[config.mk]
export PLATFORM = sky130hd
export DESIGN_NAME = eio_timing
export DESIGN_NICKNAME = d
export VERILOG_FILES = /design/src/eio_pkg.sv /design/src/eio_timing.sv
export SDC_FILE = /design/constraint.sdc
export NUM_CORES = 1
export LEC_CHECK = 0
export BUFFER_PORTS_ARGS = -buffer_cell sky130_fd_sc_hd__buf_2
export CORE_MARGIN = 10
export CORE_UTILIZATION = 40
export CTS_CLUSTER_SIZE = 8
export DETAILED_ROUTE_END_ITERATION = 7
export PLACE_DENSITY = 0.64
export SLEW_MARGIN = 10
export SYNTH_ARGS = -nofsm -noshare
export SYNTH_HDL_FRONTEND = slang
export SYNTH_SLANG_ARGS = --single-unit
[constraint.sdc]
create_clock -name pclk -period 1.8 [get_ports pclk]
set_input_delay 0.09 -clock pclk [delete_from_list [all_inputs] [get_ports pclk]]
set_output_delay 0.09 -clock pclk [all_outputs]
set_load 0.005 [all_outputs]
[src/eio_pkg.sv]
/*
 * package for the external i/o bank timing block: register offsets,
 * field positions, reset values, states and carrier structs.
 * assumes a 32-bit apb register bus and a single system clock.
 */
`default_nettype none
package eio_pkg;
	localparam logic [15:0] EIO_OFS_TIM01 = 16'h3008;
	localparam logic [15:0] EIO_OFS_TIM23 = 16'h300C;
	localparam logic [15:0] EIO_OFS_CTRL = 16'h3040;
	localparam logic [15:0] EIO_OFS_STAT = 16'h3044;
	localparam logic [31:0] EIO_RST_TIM = 32'h00000000;
	localparam logic [31:0] EIO_RST_CTRL = 32'h00000000;
	localparam logic [31:0] EIO_FIELD_MASK = 32'h0FFF0FFF;
	// field positions within one bank half, the odd half's offset in the register and the field width
	localparam int EIO_POS_COS = 0;
	localparam int EIO_POS_ACS = 3;
	localparam int EIO_POS_COH = 6;
	localparam int EIO_POS_ACC = 9;
	localparam int EIO_POS_ODD = 16;
	localparam int EIO_FLD_W = 3;
	// control register bit
	localparam int EIO_CTRL_ROM5_WAIT = 0;

	typedef enum {
		EIO_IDLE, EIO_ADDR, EIO_SETUP, EIO_STROBE, EIO_WAIT, EIO_HOLD, EIO_DONE
	} eio_state_e;

	typedef struct packed {
		logic [2:0] cos;
		logic [2:0] acs;
		logic [2:0] coh;
		logic [2:0] acc;
	} eio_timing_s;

	typedef struct packed {
		logic req;
		logic write;
		logic rom5;
		logic [1:0] bank;
	} eio_req_s;

	typedef struct packed {
		logic io_select_n;
		logic rom_select_n;
		logic out_strobe_n;
		logic write_byte_strobe_n;
	} eio_pins_s;
endpackage
`default_nettype wire

[src/eio_timing.sv]
/*
 * external i/o bank timing: two timing registers on apb, and a memory
 * state machine that places select and strobe edges, stretched by wait.
 * assumes ext_wait_n is synchronous to pclk and released on a rising
 * edge of mem_clock_out; the access request holds until acc_done.
 */
// Register access over APB is this design's own decision.
`default_nettype none
module eio_timing
	import eio_pkg::*;
(
	// clock and reset
	input wire logic pclk,
	input wire logic presetn,
	// apb slave
	input wire logic psel,
	input wire logic penable,
	input wire logic pwrite,
	input wire logic [15:0] paddr,
	input wire logic [31:0] pwdata,
	output logic [31:0] prdata,
	output logic pready,
	output logic pslverr,
	// access request from the memory controller
	input wire eio_req_s acc_req,
	output logic acc_done,
	// external pins
	input wire logic ext_wait_n,
	output eio_pins_s pins,
	output logic mem_clock_out
);
	typedef struct packed {
		logic [31:0] tim01;
		logic [31:0] tim23;
		logic rom5_wait_en;
		eio_state_e st;
		logic [2:0] cnt;
		logic wait_seen;
		logic [31:0] rdata;
		logic ready;
		logic err;
		logic done;
		eio_pins_s pins;
		logic mclk;
	} eio_regs_s;

	eio_regs_s q, d;

	// three-bit fields, read as cycle counts, with a zero acc or coh taken as one cycle
	// pick one bank's fields out of the two timing registers
	function automatic eio_timing_s bank_timing(input logic [31:0] t01,
			input logic [31:0] t23, input logic [1:0] bank);
		logic [31:0] w;
		logic [15:0] h;
		w = bank[1] ? t23 : t01;
		h = bank[0] ? w[EIO_POS_ODD +: 16] : w[15:0];
		bank_timing.cos = h[EIO_POS_COS +: EIO_FLD_W];
		bank_timing.acs = h[EIO_POS_ACS +: EIO_FLD_W];
		bank_timing.coh = h[EIO_POS_COH +: EIO_FLD_W];
		bank_timing.acc = h[EIO_POS_ACC +: EIO_FLD_W];
	endfunction

	// drive the strobe that matches the direction, keep the selects
	function automatic eio_pins_s with_strobe(input eio_pins_s p, input logic wr);
		with_strobe = p;
		with_strobe.out_strobe_n = wr;
		with_strobe.write_byte_strobe_n = !wr;
	endfunction

	eio_timing_s tm;
	logic apb_acc;
	logic wait_on;

	assign tm = bank_timing(q.tim01, q.tim23, acc_req.bank);
	assign apb_acc = psel && penable && !q.ready;
	// wait only counts for i/o banks or an enabled rom bank 5
	assign wait_on = !ext_wait_n && (!acc_req.rom5 || q.rom5_wait_en);

	// next-state logic for bus slave and memory state machine
	always_comb begin
		d = q;
		d.ready = 1'b0;
		d.err = 1'b0;
		d.done = 1'b0;
		d.mclk = ~q.mclk;
		// apb: one wait state, answer on second access cycle
		if (apb_acc) begin
			d.ready = 1'b1;
			case (paddr)
				EIO_OFS_TIM01: begin
					if (pwrite)
						d.tim01 = pwdata & EIO_FIELD_MASK;
					d.rdata = q.tim01;
				end
				EIO_OFS_TIM23: begin
					if (pwrite)
						d.tim23 = pwdata & EIO_FIELD_MASK;
					d.rdata = q.tim23;
				end
				EIO_OFS_CTRL: begin
					if (pwrite)
						d.rom5_wait_en = pwdata[EIO_CTRL_ROM5_WAIT];
					d.rdata = {31'h00000000, q.rom5_wait_en};
				end
				EIO_OFS_STAT: begin
					d.rdata = {28'h0000000, q.wait_seen, q.st == EIO_IDLE ? 1'b0 : 1'b1,
						acc_req.bank};
				end
				// bank 0 base pointer register is not decoded here
				default: begin
					d.rdata = 32'h00000000;
					d.err = 1'b1;
				end
			endcase
		end
		// memory state machine
		case (q.st)
			EIO_IDLE: begin
				d.pins = '{1'b1, 1'b1, 1'b1, 1'b1};
				d.wait_seen = 1'b0;
				if (acc_req.req) begin
					if (acc_req.rom5) begin
						// select and strobe together for rom bank 5
						d.pins.rom_select_n = 1'b0;
						d.pins.out_strobe_n = acc_req.write;
						d.pins.write_byte_strobe_n = !acc_req.write;
						d.cnt = 3'h1;
						d.st = EIO_WAIT;
					end else if (tm.acs != 3'h0) begin
						d.cnt = tm.acs;
						d.st = EIO_ADDR;
					end else begin
						d.pins.io_select_n = 1'b0;
						d.cnt = tm.cos;
						d.st = EIO_SETUP;
						// a zero setup count puts strobe with select
						if (tm.cos == 3'h0) begin
							d.pins = with_strobe(d.pins, acc_req.write);
							d.cnt = tm.acc;
							d.st = EIO_STROBE;
						end
					end
				end
			end
			EIO_ADDR: begin
				d.cnt = q.cnt - 3'h1;
				if (q.cnt == 3'h1) begin
					d.pins.io_select_n = 1'b0;
					d.cnt = tm.cos;
					d.st = EIO_SETUP;
					// a zero setup count puts strobe with select
					if (tm.cos == 3'h0) begin
						d.pins = with_strobe(d.pins, acc_req.write);
						d.cnt = tm.acc;
						d.st = EIO_STROBE;
					end
				end
			end
			// strobe held back by the setup count
			EIO_SETUP: begin
				if (q.cnt <= 3'h1) begin
					d.pins.out_strobe_n = acc_req.write;
					d.pins.write_byte_strobe_n = !acc_req.write;
					d.cnt = tm.acc;
					d.st = EIO_STROBE;
				end else begin
					d.cnt = q.cnt - 3'h1;
				end
			end
			// wait sampled once the strobe is low
			EIO_STROBE: begin
				if (wait_on) begin
					d.wait_seen = 1'b1;
					d.st = EIO_WAIT;
				end else if (q.cnt <= 3'h1) begin
					d.pins.out_strobe_n = 1'b1;
					d.pins.write_byte_strobe_n = 1'b1;
					d.cnt = tm.coh;
					d.st = EIO_HOLD;
				end else begin
					d.cnt = q.cnt - 3'h1;
				end
			end
			EIO_WAIT: begin
				if (wait_on) begin
					d.wait_seen = 1'b1;
				end else if (q.cnt != 3'h0) begin
					d.cnt = q.cnt - 3'h1;
				end else begin
					d.pins.out_strobe_n = 1'b1;
					d.pins.write_byte_strobe_n = 1'b1;
					d.pins.rom_select_n = acc_req.rom5 ? 1'b1 : q.pins.rom_select_n;
					d.cnt = acc_req.rom5 ? 3'h0 : tm.coh;
					d.st = EIO_HOLD;
				end
			end
			EIO_HOLD: begin
				if (q.cnt <= 3'h1) begin
					d.pins = '{1'b1, 1'b1, 1'b1, 1'b1};
					d.done = 1'b1;
					d.st = EIO_DONE;
				end else begin
					d.cnt = q.cnt - 3'h1;
				end
			end
			EIO_DONE: begin
				d.st = EIO_IDLE;
			end
			default: begin
				d.st = EIO_IDLE;
			end
		endcase
	end

	// register the whole state
	always_ff @(posedge pclk or negedge presetn) begin
		if (!presetn) begin
			q.tim01 <= EIO_RST_TIM;
			q.tim23 <= EIO_RST_TIM;
			q.rom5_wait_en <= EIO_RST_CTRL[EIO_CTRL_ROM5_WAIT];
			q.st <= EIO_IDLE;
			q.cnt <= 3'h0;
			q.wait_seen <= 1'b0;
			q.rdata <= 32'h00000000;
			q.ready <= 1'b0;
			q.err <= 1'b0;
			q.done <= 1'b0;
			q.pins <= '{1'b1, 1'b1, 1'b1, 1'b1};
			q.mclk <= 1'b0;
		end else begin
			q <= d;
		end
	end

	// outputs straight from flops
	assign prdata = q.rdata;
	assign pready = q.ready;
	assign pslverr = q.err;
	assign acc_done = q.done;
	assign pins = q.pins;
	assign mem_clock_out = q.mclk;

	// rom bank 5 select and strobe fall together
	rom5_together_a: assert property (@(posedge pclk) disable iff (!presetn)
		$fell(pins.rom_select_n) |-> !pins.out_strobe_n || !pins.write_byte_strobe_n)
		else $error("rom select fell without strobe");
	strobe_after_sel_a: assert property (@(posedge pclk) disable iff (!presetn)
		$fell(pins.out_strobe_n) && pins.rom_select_n |-> !pins.io_select_n)
		else $error("strobe active without select");
	// register write lands in banks 0/1 register
	tim01_write_a: assert property (@(posedge pclk) disable iff (!presetn)
		apb_acc && pwrite && paddr == EIO_OFS_TIM01 |=> q.tim01 == ($past(pwdata) & EIO_FIELD_MASK))
		else $error("timing register 0 not written");
	// register write lands in banks 2/3 register
	tim23_write_a: assert property (@(posedge pclk) disable iff (!presetn)
		apb_acc && pwrite && paddr == EIO_OFS_TIM23 |=> q.tim23 == ($past(pwdata) & EIO_FIELD_MASK))
		else $error("timing register 1 not written");
	// strobe stays low while in wait
	wait_holds_a: assert property (@(posedge pclk) disable iff (!presetn)
		q.st == EIO_WAIT && wait_on |=> q.st == EIO_WAIT
			&& !(pins.out_strobe_n && pins.write_byte_strobe_n))
		else $error("wait did not stretch access");
	wait_ignored_a: assert property (@(posedge pclk) disable iff (!presetn)
		acc_req.rom5 && !q.rom5_wait_en && q.st == EIO_WAIT && q.cnt == 3'h0 |=> q.st == EIO_HOLD)
		else $error("wait honoured while disabled");
	setup_delay_a: assert property (@(posedge pclk) disable iff (!presetn)
		q.st == EIO_SETUP && q.cnt > 3'h1 |=> q.st == EIO_SETUP && pins.out_strobe_n
			&& pins.write_byte_strobe_n)
		else $error("strobe asserted early");
	// apb answers in one wait state
	apb_answer_a: assert property (@(posedge pclk) disable iff (!presetn)
		psel && !penable ##1 psel && penable |=> pready)
		else $error("apb answer late");
	// zero setup count drops select and strobe together
	zero_setup_a: assert property (@(posedge pclk) disable iff (!presetn)
		q.st == EIO_IDLE && acc_req.req && !acc_req.rom5 && tm.acs == 3'h0 && tm.cos == 3'h0
			|=> !pins.io_select_n && !(pins.out_strobe_n && pins.write_byte_strobe_n))
		else $error("zero setup strobe late");
	// select held through the hold count
	hold_select_a: assert property (@(posedge pclk) disable iff (!presetn)
		q.st == EIO_HOLD && q.cnt > 3'h1 |=> !pins.io_select_n && pins.out_strobe_n
			&& pins.write_byte_strobe_n)
		else $error("select released before hold count");
	// access end marked by a single pulse
	done_pulse_a: assert property (@(posedge pclk) disable iff (!presetn)
		acc_done |=> !acc_done)
		else $error("access done pulse too long");
endmodule
`default_nettype wire

Word level (Yosys, flattened, before mapping). Cells that the tools add are included.

Add/subtract/negate cells: 1. Multiply operators: 0. Div/mod/pow operators: 0. $lt $le $gt $ge: 1. Equal/unequal tests: 23. Shift-type cells: 0. Mux-type cells: 45. Bitwise logic cells: 2. Reduce and logical (&&, ||, !) cells: 28.

Operators by type and width (number): case mux 32 bit (6 select lines) (1); two-way mux 32 bit (5); case mux 28 bit (4 select lines) (1); two-way mux 35 bit (3); equality test 16 x 14 -> 1 bit, second input constant (4); equality test 32 x 2 -> 1 bit, second input constant (2); equality test 32 x 3 -> 1 bit, second input constant (2); logical NOT 32 bit (2); equality test 32 x 1 -> 1 bit, second input constant (1); two-way mux 28 bit (1); two-way mux 3 bit (9); inequality test 2 bit, second input constant (11); case mux 3 bit (6 select lines) (1); two-way mux 4 bit (4); two-way mux 12 bit (1); two-way mux 2 bit (6); case mux 2 bit (6 select lines) (1); AND reduction 3 bit (4); nonzero test 3 bit (4); two-way mux 5 bit (2); AND reduction 9 bit (1); AND reduction 7 bit (1); two-way mux 1 bit (6); two-way mux 6 bit (1); other kinds (20) (26).

Register bits: 121. Bits in latches: 0. Bits in writable memories: 0. ROM bits: 0. Input bits: 59. Output and inout bits: 40. Word-level logic and storage cells: 115. Memories kept: 0.

Logic depth before layout (Yosys ltp).
Depth after elaboration: 8. Mapped depth: 8.

Least setup slack after synthesis. No wires, ideal clock.

Path kind: reg2reg. From: register q[42] (netlist name). To: register pins[0] (netlist name). Arrival time: 1.860 ns. Data required time: 1.718 ns. Slack: -0.143 ns. Stages on the path, launching flop included: 9. Path buffers: 0. Path through: dfrtp_1 inv_1 ha_1 nand2b_1 nor2_1 a211oi_1 o32a_1 o21ai_1 mux2_2.

Longest elaborated chain between the ends: 3. Elaborated cells on any way between the ends: 9.

RTL lines: from (decl) (line eio_timing.sv:47) `eio_regs_s q, d;`; <= comparator 3 x 1 -> 1 bit (tied with other cells) (line eio_timing.sv:161, eio_timing.sv:175, eio_timing.sv:198); inequality test 2 bit (no line); AND reduction 9 bit (no line) *.

Mark *: on every way between the ends. The rest lies on a longest branch, timed or not. A chain may end at the register's enable or synchronous reset.

Worst setup path in the final report.
From: register q[97] (netlist name). To: register q[42] (netlist name).

Longest elaborated chain between the ends: 7.

RTL lines: two-way mux 28 bit * (line eio_timing.sv:55) `w = bank[1] ? t23 : t01;`; two-way mux 12 bit * (line eio_timing.sv:56) `h = bank[0] ? w[EIO_POS_ODD +: 16] : w[15:0];`; nonzero test 3 bit (line eio_timing.sv:129) `end else if (tm.acs != 3'h0) begin`; two-way mux 5 bit * (line eio_timing.sv:129); two-way mux 6 bit * (line eio_timing.sv:122) `if (acc_req.rom5) begin`; two-way mux 35 bit * (line eio_timing.sv:121) `if (acc_req.req) begin`; case mux 3 bit (6 select lines) * (line eio_timing.sv:117) `case (q.st)`.

Mark *: on every way between the ends. The rest lies on a longest branch, timed or not. The select of a mux whose other input is x is not followed.

==> impl_results.md <==
- Run status: finished with violations
- Failing checks: setup timing
- Most frequent cells in the layout: 84 x buf_4, 83 x dfrtp_1, 81 x buf_2
- Post-route ant nets: 0
- Area grow syn2layout: 33.2%
- Setup Crit Path Kind: reg2reg
- Gpl congestion: 0.957
- Mapped Cells: 446
- Reg-to-Reg Start: q[97]
- Clk_skew: 0.00933 ns
- Slew HR: 0.602
- Peak VDD IR: 0.000586 V
- Async SR Flop Fraction: 1.00
- Clock Sinks: 88
- Yosys warning count: 0
- CTS tree: built
- Max stage delay cell, worst path: mux4_2
- Largest net degree at the start of global routing: 46
- Final Slew Violations: 0
- Final number of setup-violating endpoints: 7
- # diodes: 0
- Wire per inst: 18.7 um
- Initial DRC Count: 294
- HPWL after DPL: 10600 um
- PwrDens: 1050 nW/um^2
- DRC Markers: 0
- Die W: 130 um
- Min-delay src: pwdata[19]
- CP arrival: 2.20 ns
- Max Clock Freq: 0.521 GHz
- R2r worst-path depth: 6
- Critical path cell sequence: mux4_2 > or3_4 > nor2b_1 > a21oi_1 > o2111ai_1 > mux2_4
- Tmin final: 1.92 ns
- Worst Tran Pin Value: 0.597 ns
- Crit. End Element: register
- Clk pin slew, worst setup/hold paths: 0.07 ns
- Hold Fails Final Rpt: 0
- Inst Count DP: 710
- FF-to-FF End: q[42]
- Synth area leader: dfrtp_1
- Vias in the first global route: 4290
- Maximum clock path buffer count: 2
- Synthesized cell area: 4850 sq um
- Ranking of synthesized cells by area: dfrtp_1 43%, mux2_2 6.3%, mux2_1 6.0%
- Initial antenna violation count: 0
- Worst skew pair latency: 0.34 ns
- Min-Delay Path Class: in2reg
- CTS H-tree lvls: 3
- Router iterations before antenna repair: 4
- Ports: 99
- Max FO, Critical Path: 5
- Via/cell ratio: 5.34
- Total grt overflow: 0
- Flop2flop setup slack: -0.12 ns
- Commonest non-fill, non-tap cell in the layout: buf_4
- First-pass GRT wire length: 22200 um
- Drt total wl: 14000 um
- Chip Height: 130 um
- Synth Register Bits: 88
- Hold path cells: 2
- RSZ-0062 raised after global routing: true
- Crit share post-route: 1.07
- Synth Flop Type: dfrtp_1
- Average cell area after synthesis: 10.9 sq um
- Largest stage delay, worst path: 0.50 ns
- Core Util, Final: 0.540
- Num CTS Buffers: 9
- Vias: 3981
- Pre-CTS WS: -0.205 ns
- Final Non-Filler Cells: 745
- Core Area: 12000 sq um
- P_leak: 3.13 nW
- CP required: 2.08 ns
- PnR worst setup slack: -0.121 ns
- Total GRT Usage: 0.167
- Max-cap violations: 0
- Row cnt: 40
- Port bufs: 82
- Clock root buffer: clkbuf_16
- Crit start category: register
- Setup TNS: -0.467 ns
- Register area share after synthesis: 0.455
- Proportion of layout cells with a drive suffix above 1: 0.448
- Post-synth EDFFs: 0
- Die area: 16900 sq um
- Post-synthesis cell type count: 59
- Share of the synthesized area in the top cell type: 0.434
- Starting density of the core: 0.405
- Nets: 655
- Worst min-delay path endpoint: q[96]
[flip-flops by register name, summed over array words and instances (netlist names)]
register	flops
pslverr	1
pready	1
pins	4
mem_clock_out	1
acc_done	1
q	56
prdata	24
[worst max path at each step]
| stage | startpoint | endpoint | slack, ns | depth (start not counted) |
|---|---|---|---|---|
| 2_1_floorplan | paddr[9] | q[102] | -0.04 | 8 |
| 3_3_place_gp | acc_req[1] | pins[1] | -0.14 | 6 |
| 4_1_cts | q[93] | pins[1] | -0.11 | 6 |
| 3_5_place_dp | acc_req[1] | pins[1] | -0.20 | 6 |
| 6_report | q[97] | q[42] | -0.12 | 6 |
| 5_1_grt | q[94] | pins[1] | -0.19 | 6 |
[synth_stat cells (4+ instances only)]
cell type  number
a22oi_1        21
a31oi_1         4
mux2_2         27
inv_1          10
dfrtp_1        84
buf_2           6
buf_4          37
mux4_2          7
nor2b_1         9
nor3_1          9
dfstp_2         4
nand2_1        38
mux4_1          5
a21oi_1        24
mux2_1         26
nor2_1         20
o21ai_0        35
clkbuf_1       15
[power by group]
part | switching (mW) | internal [mW] | total, mW
Clock | 0.823 | 0.990 | 1.81
Combinational | 1.37 | 1.34 | 2.72
Sequential | 0.144 | 2.12 | 2.27
[area by class of cell]
type,count,area (sq um)
sequential,88,2210
timing repair buffer,190,1360
clock inverter,6,51.3
tap,147,184
fill,1073,5510
multi-input combinational,293,2370
inverter,11,46.3
clock buffer,10,239
[cell families after synthesis]
logic type                 synth area share
xor gates and xnor gates            0.00181
muxes                                 0.187
AOI/OAI and AO/OA                     0.146
DFF                                   0.455
buffers and inverters                0.0942
and+or+nand+nor                       0.108
other                              0.000773
adders and majority gates           0.00774
[per-layer routing]
layer,up-vias,global-route usage,share of wire
li1,1880,-,-
met1,1957,0.202,0.42
met2,125,0.285,0.49
met3,19,0.0430,0.069
met4,0,0.0503,0.017
met5,-,0,0
[worst max-delay path: cells and delay by family (launching register included)]
kind | cells | cell delay [ns]
AOI/OAI and AO/OA | 2 | 0.24
muxes | 2 | 0.67
and+or+nand+nor | 2 | 0.55
DFF | 1 | 0.39
[metrics by stage]
| step | hold slack (ns) | instance area, sq um | total power [mW] |
|---|---|---|---|
| finish | 0.000967 | 6460 | 6.80 |
| global route | 0.0103 | 6460 | 7.18 |
| CTS | 0.000278 | 6380 | 6.73 |
| detailed placement | 0.141 | 5870 | 4.72 |
| global placement | 0.130 | 5870 | 4.69 |
| floorplan | -0.206 | 4940 | 3.67 |
[repair_timing]
| item | in CTS | in global routing |
|---|---|---|
| setup endpoints to repair | 7 | 9 |
| endpoints found under the hold margin | 64 | 0 |
| setup buffers | 0 | 2 |
| gates resized for setup | 17 | 18 |
| pin swaps | 9 | 8 |
| hold buffers | 17 | 0 |
Note: power is estimated with default switching activity, not from simulation.
